`src/hw/tsr_pkg.sv`:
```
package tsr_pkg;

  // ****************************************************************
  // register map and field layout
  // ****************************************************************
  localparam int           TSR_SEGMENTS   = 4;          // track segments on the board
  localparam int           TSR_DATA_W     = 8;          // register width
  localparam int           TSR_ADDR_W     = 20;         // bus address lines a0..a19
  localparam logic         TSR_OFF_CTRL   = 1'h0;       // power/direction register offset
  localparam logic         TSR_OFF_SENSE  = 1'h1;       // sense status register offset
  localparam int           TSR_DIR_POS    = 0;          // direction bit within a pair
  localparam int           TSR_PWR_POS    = 1;          // power bit within a pair
  localparam int           TSR_CUR_POS    = 0;          // current bit within a pair
  localparam int           TSR_VOLT_POS   = 1;          // voltage bit within a pair
  localparam int           TSR_IO_TOP     = 11;         // highest line compared in io space
  localparam logic [7:0]   TSR_CTRL_RST   = 8'h00;      // power/direction value after reset
  localparam logic [7:0]   TSR_SENSE_RST  = 8'h00;      // sense register value after reset

  // ****************************************************************
  // sensor pair decode
  // ****************************************************************
  typedef enum logic [1:0] {
    TSR_SEG_FAULT = 2'h0,                               // volt 0 current 0
    TSR_SEG_SHORT = 2'h1,                               // volt 0 current 1
    TSR_SEG_EMPTY = 2'h2,                               // volt 1 current 0
    TSR_SEG_TRAIN = 2'h3                                // volt 1 current 1
  } tsr_seg_state_t;

  // ****************************************************************
  // bus carriers
  // ****************************************************************
  typedef struct packed {
    logic [TSR_ADDR_W-1:0] addr;                        // address lines
    logic                  adr_strobe;                  // address strobe, active high here
    logic                  dat_strobe;                  // data strobe, active high here
    logic                  mem_space;                   // 1 memory, 0 io
    logic                  rd;                          // 1 read, 0 write
    logic [7:0]            wdata;                       // write data
  } tsr_bus_req_t;

  typedef struct packed {
    logic       transfer_acknowledge;                   // transfer done
    logic       transfer_error;                         // transfer refused
    logic       rdata_oe_n;                             // data drive enable, low drives
    logic [7:0] rdata;                                  // read data
  } tsr_bus_rsp_t;

endpackage : tsr_pkg

```
`src/hw/tsr_sync.sv`:
```
`timescale 1ns/1ps
// two-flop synchroniser for a single level
module tsr_sync (
  input  wire logic sys_clk,
  input  wire logic sys_rst,
  input  wire logic din,
  output logic      dout
);

  // ****************************************************************
  // state
  // ****************************************************************
  typedef struct packed {
    logic meta;                                         // first stage, read only by second
    logic sync;                                         // second stage
  } tsr_sync_state_t;

  tsr_sync_state_t s_q;                                 // registered state
  tsr_sync_state_t s_d;                                 // next state

  // next state: shift the level through
  always_comb begin
    s_d      = s_q;
    s_d.meta = din;
    s_d.sync = s_q.meta;
  end

  // register, cleared to absent supply
  always_ff @(posedge sys_clk or posedge sys_rst) begin
    if (sys_rst) begin
      s_q <= '0;
    end else begin
      s_q <= s_d;
    end
  end

  assign dout = s_q.sync;

endmodule : tsr_sync

```
`src/hw/tsr_regs.sv`:
```
`timescale 1ns/1ps
// two byte-wide registers with registered read data
module tsr_regs (
  input  wire logic       sys_clk,
  input  wire logic       sys_rst,
  input  wire logic       clr,
  input  wire logic       ctrl_we,
  input  wire logic [7:0] ctrl_wdata,
  input  wire logic       sense_cap,
  input  wire logic [7:0] sense_in,
  input  wire logic       rd_sel,
  output logic      [7:0] ctrl_out,
  output logic      [7:0] rdata
);

  // ****************************************************************
  // state
  // ****************************************************************
  typedef struct packed {
    logic [7:0] ctrl;                                   // power/direction
    logic [7:0] sense;                                  // sense status
    logic [7:0] rdata;                                  // read data register
  } tsr_regs_state_t;

  tsr_regs_state_t s_q;                                 // registered state
  tsr_regs_state_t s_d;                                 // next state

  // next state: writes, captures and read mux
  always_comb begin
    s_d = s_q;
    if (clr) begin
      s_d.ctrl = tsr_pkg::TSR_CTRL_RST;
    end else if (ctrl_we) begin
      s_d.ctrl = ctrl_wdata;
    end
    if (sense_cap) begin
      s_d.sense = sense_in;
    end
    // sense read returns the value being captured this cycle
    if (rd_sel == tsr_pkg::TSR_OFF_SENSE) begin
      s_d.rdata = sense_cap ? sense_in : s_q.sense;
    end else begin
      s_d.rdata = s_d.ctrl;
    end
  end

  // register
  always_ff @(posedge sys_clk or posedge sys_rst) begin
    if (sys_rst) begin
      s_q <= {tsr_pkg::TSR_CTRL_RST, tsr_pkg::TSR_SENSE_RST, 8'h00};
    end else begin
      s_q <= s_d;
    end
  end

  assign ctrl_out = s_q.ctrl;
  assign rdata    = s_q.rdata;

endmodule : tsr_regs

```
`src/hw/tsr_top.sv`:
```
`timescale 1ns/1ps
module tsr_top #(
  parameter int SEGMENTS = tsr_pkg::TSR_SEGMENTS
) (
  input  wire logic                              sys_clk,
  input  wire logic                              sys_rst,
  input  wire logic                              sys_reset_n,
  input  wire logic                              supply_good,
  input  wire logic [tsr_pkg::TSR_ADDR_W-1:1]    address_match_jumpers,
  input  wire logic                              memory_space_enable_jumper,
  input  wire logic                              io_space_enable_jumper,
  input  wire tsr_pkg::tsr_bus_req_t             bus_req,
  input  wire logic [SEGMENTS-1:0]               seg_voltage_ok,
  input  wire logic [SEGMENTS-1:0]               seg_current_flow,
  output tsr_pkg::tsr_bus_rsp_t                  bus_rsp,
  output logic      [SEGMENTS-1:0]               seg_power_on,
  output logic      [SEGMENTS-1:0]               seg_polarity,
  output logic      [SEGMENTS-1:0]               seg_state_bad,
  output logic                                   fail_ind,
  output logic                                   activity_ind
);

  // ****************************************************************
  // transfer sequencer states
  // ****************************************************************
  typedef enum logic [3:0] {
    TSR_IDLE  = 4'h1,                                   // waiting for strobes
    TSR_RDLY  = 4'h2,                                   // read acknowledge delay
    TSR_HOLD  = 4'h4,                                   // answer held until strobes drop
    TSR_QUIET = 4'h8                                    // ignored transfer, wait strobes
  } tsr_fsm_t;

  // ****************************************************************
  // block state
  // ****************************************************************
  typedef struct packed {
    tsr_fsm_t                       fsm;                // sequencer
    logic                           ack;                // acknowledge output
    logic                           err;                // transfer error output
    logic                           oe_n;               // data drive enable
    logic                           fail;               // fail indicator
    logic                           act;                // activity pulse
    logic [SEGMENTS-1:0]            pwr;                // power outputs
    logic [SEGMENTS-1:0]            pol;                // polarity outputs
    logic [SEGMENTS-1:0]            bad;                // short or fault per segment
  } tsr_state_t;

  tsr_state_t s_q;                                      // registered state
  tsr_state_t s_d;                                      // next state

  // ****************************************************************
  // helpers
  // ****************************************************************
  // pair layout: bit 2n+pos of the register
  function automatic logic pair_bit(input logic [7:0] r, input int seg, input int pos);
    pair_bit = r[2*seg+pos];
  endfunction : pair_bit

  // address compare; io space stops at line a11
  function automatic logic addr_hit(input logic [tsr_pkg::TSR_ADDR_W-1:1] a,
                                    input logic [tsr_pkg::TSR_ADDR_W-1:1] j,
                                    input logic                           mem);
    logic lo_ok;
    logic hi_ok;
    lo_ok = (a[tsr_pkg::TSR_IO_TOP:1] == j[tsr_pkg::TSR_IO_TOP:1]);
    hi_ok = (a[tsr_pkg::TSR_ADDR_W-1:tsr_pkg::TSR_IO_TOP+1]
             == j[tsr_pkg::TSR_ADDR_W-1:tsr_pkg::TSR_IO_TOP+1]);
    addr_hit = mem ? (lo_ok && hi_ok) : lo_ok;
  endfunction : addr_hit

  // ****************************************************************
  // supply synchroniser and control clear
  // ****************************************************************
  logic supply_ok;                                      // synchronised supply-good

  tsr_sync u_sync (
    .sys_clk (sys_clk),
    .sys_rst (sys_rst),
    .din     (supply_good),
    .dout    (supply_ok)
  );

  logic clr;                                            // clear condition
  assign clr = !sys_reset_n || !supply_ok;

  // ****************************************************************
  // address decode
  // ****************************************************************
  logic strobes;                                        // both strobes active
  logic hit;                                            // board address matched
  logic space_en;                                       // requested space enabled
  logic reg_sel;                                        // line a0: register offset
  logic start;                                          // new transfer in idle

  assign strobes  = bus_req.adr_strobe && bus_req.dat_strobe;
  assign hit      = addr_hit(bus_req.addr[tsr_pkg::TSR_ADDR_W-1:1],
                             address_match_jumpers, bus_req.mem_space);
  // removed jumper (high) enables the space
  assign space_en = bus_req.mem_space ? memory_space_enable_jumper
                                      : io_space_enable_jumper;
  assign reg_sel  = bus_req.addr[0];
  assign start    = (s_q.fsm == TSR_IDLE) && strobes && hit;

  // ****************************************************************
  // register file hooks
  // ****************************************************************
  logic       ctrl_we;                                  // write to control
  logic       sense_cap;                                // capture sense inputs
  logic [7:0] sense_in;                                 // assembled sense byte
  logic [7:0] ctrl_val;                                 // stored control
  logic [7:0] rdata;                                    // registered read data

  // write to offset one has no effect
  assign ctrl_we   = start && space_en && !bus_req.rd
                     && (reg_sel == tsr_pkg::TSR_OFF_CTRL) && !clr;
  assign sense_cap = start && space_en && bus_req.rd
                     && (reg_sel == tsr_pkg::TSR_OFF_SENSE);

  // pack sensor pairs
  always_comb begin
    sense_in = 8'h00;
    for (int n = 0; n < SEGMENTS; n++) begin
      sense_in[2*n+tsr_pkg::TSR_CUR_POS]  = seg_current_flow[n];
      sense_in[2*n+tsr_pkg::TSR_VOLT_POS] = seg_voltage_ok[n];
    end
  end

  tsr_regs u_regs (
    .sys_clk    (sys_clk),
    .sys_rst    (sys_rst),
    .clr        (clr),
    .ctrl_we    (ctrl_we),
    .ctrl_wdata (bus_req.wdata),
    .sense_cap  (sense_cap),
    .sense_in   (sense_in),
    .rd_sel     (reg_sel),
    .ctrl_out   (ctrl_val),
    .rdata      (rdata)
  );

  // ****************************************************************
  // next state
  // ****************************************************************
  always_comb begin
    s_d      = s_q;
    s_d.act  = sense_cap;
    s_d.fail = clr;
    // segment power and polarity outputs from the control pairs
    for (int n = 0; n < SEGMENTS; n++) begin
      s_d.pwr[n] = clr ? 1'b0 : pair_bit(ctrl_val, n, tsr_pkg::TSR_PWR_POS);
      s_d.pol[n] = pair_bit(ctrl_val, n, tsr_pkg::TSR_DIR_POS);
      // short or fault when voltage bit low
      s_d.bad[n] = (tsr_pkg::tsr_seg_state_t'({seg_voltage_ok[n], seg_current_flow[n]})
                    inside {tsr_pkg::TSR_SEG_SHORT, tsr_pkg::TSR_SEG_FAULT});
    end
    case (s_q.fsm)
      // accept a matched transfer
      TSR_IDLE: begin
        // both space enables fitted: give no answer at all
        if (start && !(memory_space_enable_jumper || io_space_enable_jumper)) begin
          s_d.fsm = TSR_QUIET;
        end else if (start && !space_en) begin
          s_d.err = 1'b1;
          s_d.fsm = TSR_HOLD;
        end else if (start && bus_req.rd) begin
          s_d.fsm = TSR_RDLY;
        end else if (start) begin
          s_d.ack = 1'b1;
          s_d.fsm = TSR_HOLD;
        end
      end
      // one cycle delay, data register now valid
      TSR_RDLY: begin
        s_d.ack  = 1'b1;
        s_d.oe_n = 1'b0;
        s_d.fsm  = TSR_HOLD;
      end
      // hold the answer until strobes drop
      TSR_HOLD: begin
        if (!strobes) begin
          s_d.ack  = 1'b0;
          s_d.err  = 1'b0;
          s_d.oe_n = 1'b1;
          s_d.fsm  = TSR_IDLE;
        end
      end
      // ignored transfer, silent until strobes drop
      TSR_QUIET: begin
        if (!strobes) begin
          s_d.fsm = TSR_IDLE;
        end
      end
      default: begin
        s_d.fsm = TSR_IDLE;
      end
    endcase
  end

  // ****************************************************************
  // state register
  // ****************************************************************
  always_ff @(posedge sys_clk or posedge sys_rst) begin
    if (sys_rst) begin
      s_q      <= '0;
      s_q.fsm  <= TSR_IDLE;
      s_q.oe_n <= 1'b1;
      s_q.fail <= 1'b1;
    end else begin
      s_q <= s_d;
    end
  end

  // ****************************************************************
  // outputs
  // ****************************************************************
  assign bus_rsp.transfer_acknowledge = s_q.ack;
  assign bus_rsp.transfer_error       = s_q.err;
  assign bus_rsp.rdata_oe_n           = s_q.oe_n;
  assign bus_rsp.rdata                = rdata;
  assign seg_power_on                 = s_q.pwr;
  assign seg_polarity                 = s_q.pol;
  assign seg_state_bad                = s_q.bad;
  assign fail_ind                     = s_q.fail;
  assign activity_ind                 = s_q.act;

endmodule : tsr_top

```
`config.mk`:
```
export PLATFORM = sky130hd
export DESIGN_NAME = tsr_top
export DESIGN_NICKNAME = d
export VERILOG_FILES = /design/src/hw/tsr_pkg.sv /design/src/hw/tsr_sync.sv /design/src/hw/tsr_regs.sv /design/src/hw/tsr_top.sv
export SDC_FILE = /design/constraint.sdc
export NUM_CORES = 1
export LEC_CHECK = 0
export ABC_AREA = 1
export BUFFER_PORTS_ARGS = -buffer_cell sky130_fd_sc_hd__buf_2
export CAP_MARGIN = 40
export CORE_UTILIZATION = 36
export CTS_CLUSTER_DIAMETER = 80
export DETAILED_ROUTE_END_ITERATION = 7
export SKIP_CTS_REPAIR_TIMING = 1
export SLEW_MARGIN = 30
export SYNTH_ARGS = -nofsm -noshare
export SYNTH_HDL_FRONTEND = slang
export SYNTH_SLANG_ARGS = --single-unit
export TNS_END_PERCENT = 100
```
`constraint.sdc`:
```
create_clock -name sys_clk -period 1.6 [get_ports sys_clk]
set_input_delay 0.16 -clock sys_clk [delete_from_list [all_inputs] [get_ports sys_clk]]
set_output_delay 0.16 -clock sys_clk [all_outputs]
set_load 0.005 [all_outputs]
```
# Word-level counts from Yosys, hierarchy flattened
# Cells that the tools add are included.
word_totals:
  ff_bits: 47
classes:
  n_eq_ne: 18
  muxes: 24
  reduce_logical: 36
  bitwise: 1
ops:
  columns: ["cell", "count"]
  rows:
  - ["$mux W8", 4]
  - ["$mux W4", 4]
  - ["$pmux W4 S4", 1]
  - ["$logic_and A1 B1 Y1", 13]
  - ["$ne A2 B2 Y1 const B", 6]
  - ["$reduce_bool A2 Y1", 6]
  - ["$eq A11 B11 Y1", 1]
  - ["$mux W1", 9]
  - ["$eq A2 B1 Y1 const B", 4]
  - ["$eq A8 B8 Y1", 1]
  - ["$logic_not A2 Y1", 4]
  - ["$mux W7", 1]
  - ["$logic_not A1 Y1", 6]
  - ["$reduce_and A6 Y1", 1]
  - ["$mux W5", 1]
  - ["$ne A5 B2 Y1 const B", 1]
  - ["$eq A4 B1 Y1 const B", 1]
  - ["$eq A4 B2 Y1 const B", 1]
  - ["$eq A4 B3 Y1 const B", 1]
  - ["$eq A4 B4 Y1 const B", 1]
  - ["$pmux W1 S2", 2]
  - ["$reduce_and A4 Y1", 1]
  - ["$pmux W1 S3", 1]
  - ["$reduce_and A3 Y1", 1]
  - ["other kinds (6)", 7]

# Longest topological paths before layout
logic_depth:
  word_depth: 11
  mapped_depth: 15
  ltp_nobuf: 15

# Hierarchy
# A second synthesis with hierarchy kept.
unflattened:
  hier_cells: 351
  area_unflattened_um2: 2567.5
modules_own_cells:
  columns: ["mod", "cells_per_inst", "instances", "area_per_inst_um2"]
  rows:
  - ["tsr_top", 220, 1, 1421.4]
  - ["tsr_regs", 128, 1, 1092.3]
  - ["tsr_sync", 3, 1, 53.8]

# Worst setup path before layout
# OpenSTA, ideal clock, no wires.
synth_path:
  path_type: "reg-to-reg"
  from: "register s_q[17] (netlist name)"
  to: "register u_regs.s_q[10] (netlist name)"
  n_path_buf: 0
  required_ps: 1481
  arrival_time_ps: 1489
  path_slack_ps: -8
  stages_incl_launch_ff: 9
  setup_time_ps: 119
  cell_sequence: "dfstp_2 -> nand3_1 -> inv_1 -> nand3_1 -> nor2_2 -> nand3_2 -> nor2_4 -> nand3_1 -> and2_1"
synth_lines:
  columns: ["element", "line_no", "text"]
  rows:
  - ["from (decl)", "tsr_top.sv:48", "tsr_state_t s_q;"]
  - ["to (signal assigned)", "tsr_regs.sv:50", "s_q <= {tsr_pkg::TSR_CTRL_RST, tsr_pkg::TSR_SENSE_RST, 8'h00};"]
  - ["to (decl)", "tsr_regs.sv:25", "tsr_regs_state_t s_q;"]

==> flow_summary_export.csv <==
group,metric,value,unit
clocking,cts.sinks,47,
grt,grt_pass1_wl,10.0,mm
worst_setup_path,crit_path_max_incr_delay,0.39,ns
drt,drtPass1Iterations,4,
drt,wl_per_cell,10.0,um
worst_setup_path,end_kind,"register",
synthesis,ys_seq_area_frac,0.422,
synthesis,synth_top_cell_by_area,"dfrtp_1",
clocking,clockBufferDepth,2,
outcome,violations,"negative setup slack",
worst_setup_path,cp_max_fo,4,
synthesis,yosys-top-cells-count,"nand2_1, inv_1, dfrtp_1",
synthesis,ys_ff_latch,47,
worst_setup_path,arrival,1.88,ns
floorplan,dieArea,0.00812,sq mm
grt,grt_max_degree,26,
power,p_total,2.82,mW
drt,drt-total-wl,5.92,mm
grt,antenna_found_initial,0,
drt,ant_nets,0,
worst_setup_path,path_class,"register to register",
placement,gp_congestion,0.824,
timing,max_slew_margin,0.678,
worst_setup_path,slowest_stage,"dfrtp_1",
placement,hpwl,4.67,mm
clocking,htree_levels,2,
power,irDropWorstVdd,443,uV
floorplan,rows,31,
drt,viasPerCell,4.21,
drt,via_count,2489,
placement,placed_area,0.00328,sq mm
clocking,tritoncts,"yes",
timing,setup_violations,17,
floorplan,fp.dieH,90.1,um
drt,drt_iter0_drc,84,
synthesis,synth_top_area_frac,0.394,
placement,port_buffers,89,
synthesis,ys_types,28,
timing,fin_ws,-0.0836,ns
layout,antennaDiodeCount,0,
grt,track_usage,0.154,
drt,drc,0,
synthesis,async_reset_ff_frac,1.00,
placement,dp_cells,578,
clocking,clock_latency,0.30,ns
layout,fin_cells,591,
synthesis,syn_nets,466,
timing,hold_viol,0,
timing,layout_min_cycle_time,1.68,ns
layout,drive_above_1_share,0.343,
worst_hold_path,hold_class,"input port to register",
floorplan,die_x,90.1,um
worst_setup_path,start_kind,"register",
outcome,status,"finished, violations left",
layout,area_delta_synth_final,27.5,%
grt,grt_pass1_vias,2368,
worst_setup_path,reg2regPathDepth,9,
timing,final.setup_skew,0.00570,ns
job,maxCapViolCount,0,
synthesis,synth_area,0.00279,sq mm
floorplan,core,0.00737,sq mm
layout,nets,556,
worst_setup_path,path_cells,"nor2_2 > nand3_2 > inv_2 > nand3_1 > nor2_4 > nand3_4 > nor2_4 > nand3_2 > and2_1",
timing,drv_slew,0,
layout,design_area,0.00356,sq mm
grt,gr-total-overflow,0,
placement,dp_slack,-0.137,ns
synthesis,yosysMostFrequentCell,"nand2_1",
worst_setup_path,cpLargestDelayFamily,"simple AND/OR/NAND/NOR gates",
floorplan,start_util,0.379,
worst_setup_path,required,1.80,ns
power,p_leak,2.08,nW
worst_setup_path,critPathBufInv,1,
clocking,cts.clk_slew.worst_paths,0.09,ns
floorplan,ios,90,
synthesis,yosysWarnings,0,
synthesis,synth_edf_count,0,
synthesis,synth_flop_cell,"dfrtp_1",
clocking,cts-root-buf,"clkbuf_8",
worst_setup_path,cp.depth,9,
timing,final.period_utilization,1.05,
timing,finalSetupTns,-0.848,ns
worst_hold_path,holdPathStages,2,
timing,max_freq,0.594,GHz
timing,whs,0.0174,ns
timing,rsz0062_at_grt,"yes",
synthesis,synthCells,401,
synthesis,syn_avg_cell_area,6.97,sq um
power,pwr_density_cell,790,mW/mm^2
synthesis,netlist_top_cells_area,"dfrtp_1, nand2_1, inv_1",
timing,tightest_slew,0.483,ns
clocking,cts_made_buffers,5,
layout,finish.utilization,0.484,
-- power breakdown --
part | total, mW | internal (mW) | switching [mW]
sequential | 1.28 | 1.26 | 0.0257
clock | 0.760 | 0.353 | 0.407
combinational | 0.775 | 0.346 | 0.429
total | 2.82 | 1.95 | 0.862
-- layout by cell type (no fill, tap or decap), drive strengths merged --
master and n:
nand2 147, buf 106, inv 84, dfrtp 44, nor2 39, nand3 26
and2 8, o21ai 7, clkbuf 6, nand4 4, nor3 4, dfstp 3
xor2 2, xnor2 2, dlygate4sd3 2, clkinv 2, a21oi 2, nor4 1
and3 1, a31oi 1, clkinvlp 1
-- kinds of logic after synthesis --
family          after synthesis  share of synthesized area
compound gates               10                     0.0237
buf+inv                     111                      0.188
xor+xnor                      4                     0.0125
flops                        47                      0.422
simple gates                229                      0.353
-- registers in the layout, summed over array words and instances (netlist names) --
name / cells
s_q: 4
bus_rsp: 3
seg_state_bad: 4
u_sync.dout: 1
u_regs.rdata: 8
seg_polarity: 4
activity_ind: 1
seg_power_on: 4
u_sync.s_d: 1
fail_ind: 1
u_regs.s_q: 8
u_regs.ctrl_out: 8
-- final cells by class --
type | instances | area, sq um
clock inverter | 2 | 16.3
clock buffer | 6 | 82.6
multi-input combinational | 244 | 1230
timing repair buffer | 108 | 613
tap | 99 | 124
fill | 770 | 3810
sequential | 47 | 1180
inverter | 85 | 319
-- metal layers --
metal | global-route usage | up-vias | part of all wire
met5 | 0 | - | 0
met4 | 0.0363 | 0 | 0.010
met3 | 0.0355 | 4 | 0.036
met2 | 0.277 | 43 | 0.52
met1 | 0.185 | 1106 | 0.43
li1 | - | 1336 | -
-- final timing paths --
| kind | slack (ns) | from | to |
|---|---|---|---|
| setup / recovery | -0.08 | s_q[19]$_DFFE_PP0P_ | u_regs.s_q[9]$_DFF_PP0_ |
| hold / removal | 0.02 | seg_voltage_ok[0] | seg_state_bad[0]$_DFF_PP0_ |
| setup reg to reg | -0.08 | s_q[19]$_DFFE_PP0P_ | u_regs.s_q[9]$_DFF_PP0_ |
| hold reg to reg | 0.36 | u_sync.s_d[0]$_DFF_PP0_ | u_sync.dout$_DFF_PP0_ |
| max in group asynchronous | 0.61 | sys_rst | s_q[17]$_DFFE_PP1P_ |
| min in group asynchronous | 0.41 | sys_rst | seg_power_on[0]$_DFF_PP0_ |
(Power assumes the default switching activity.)
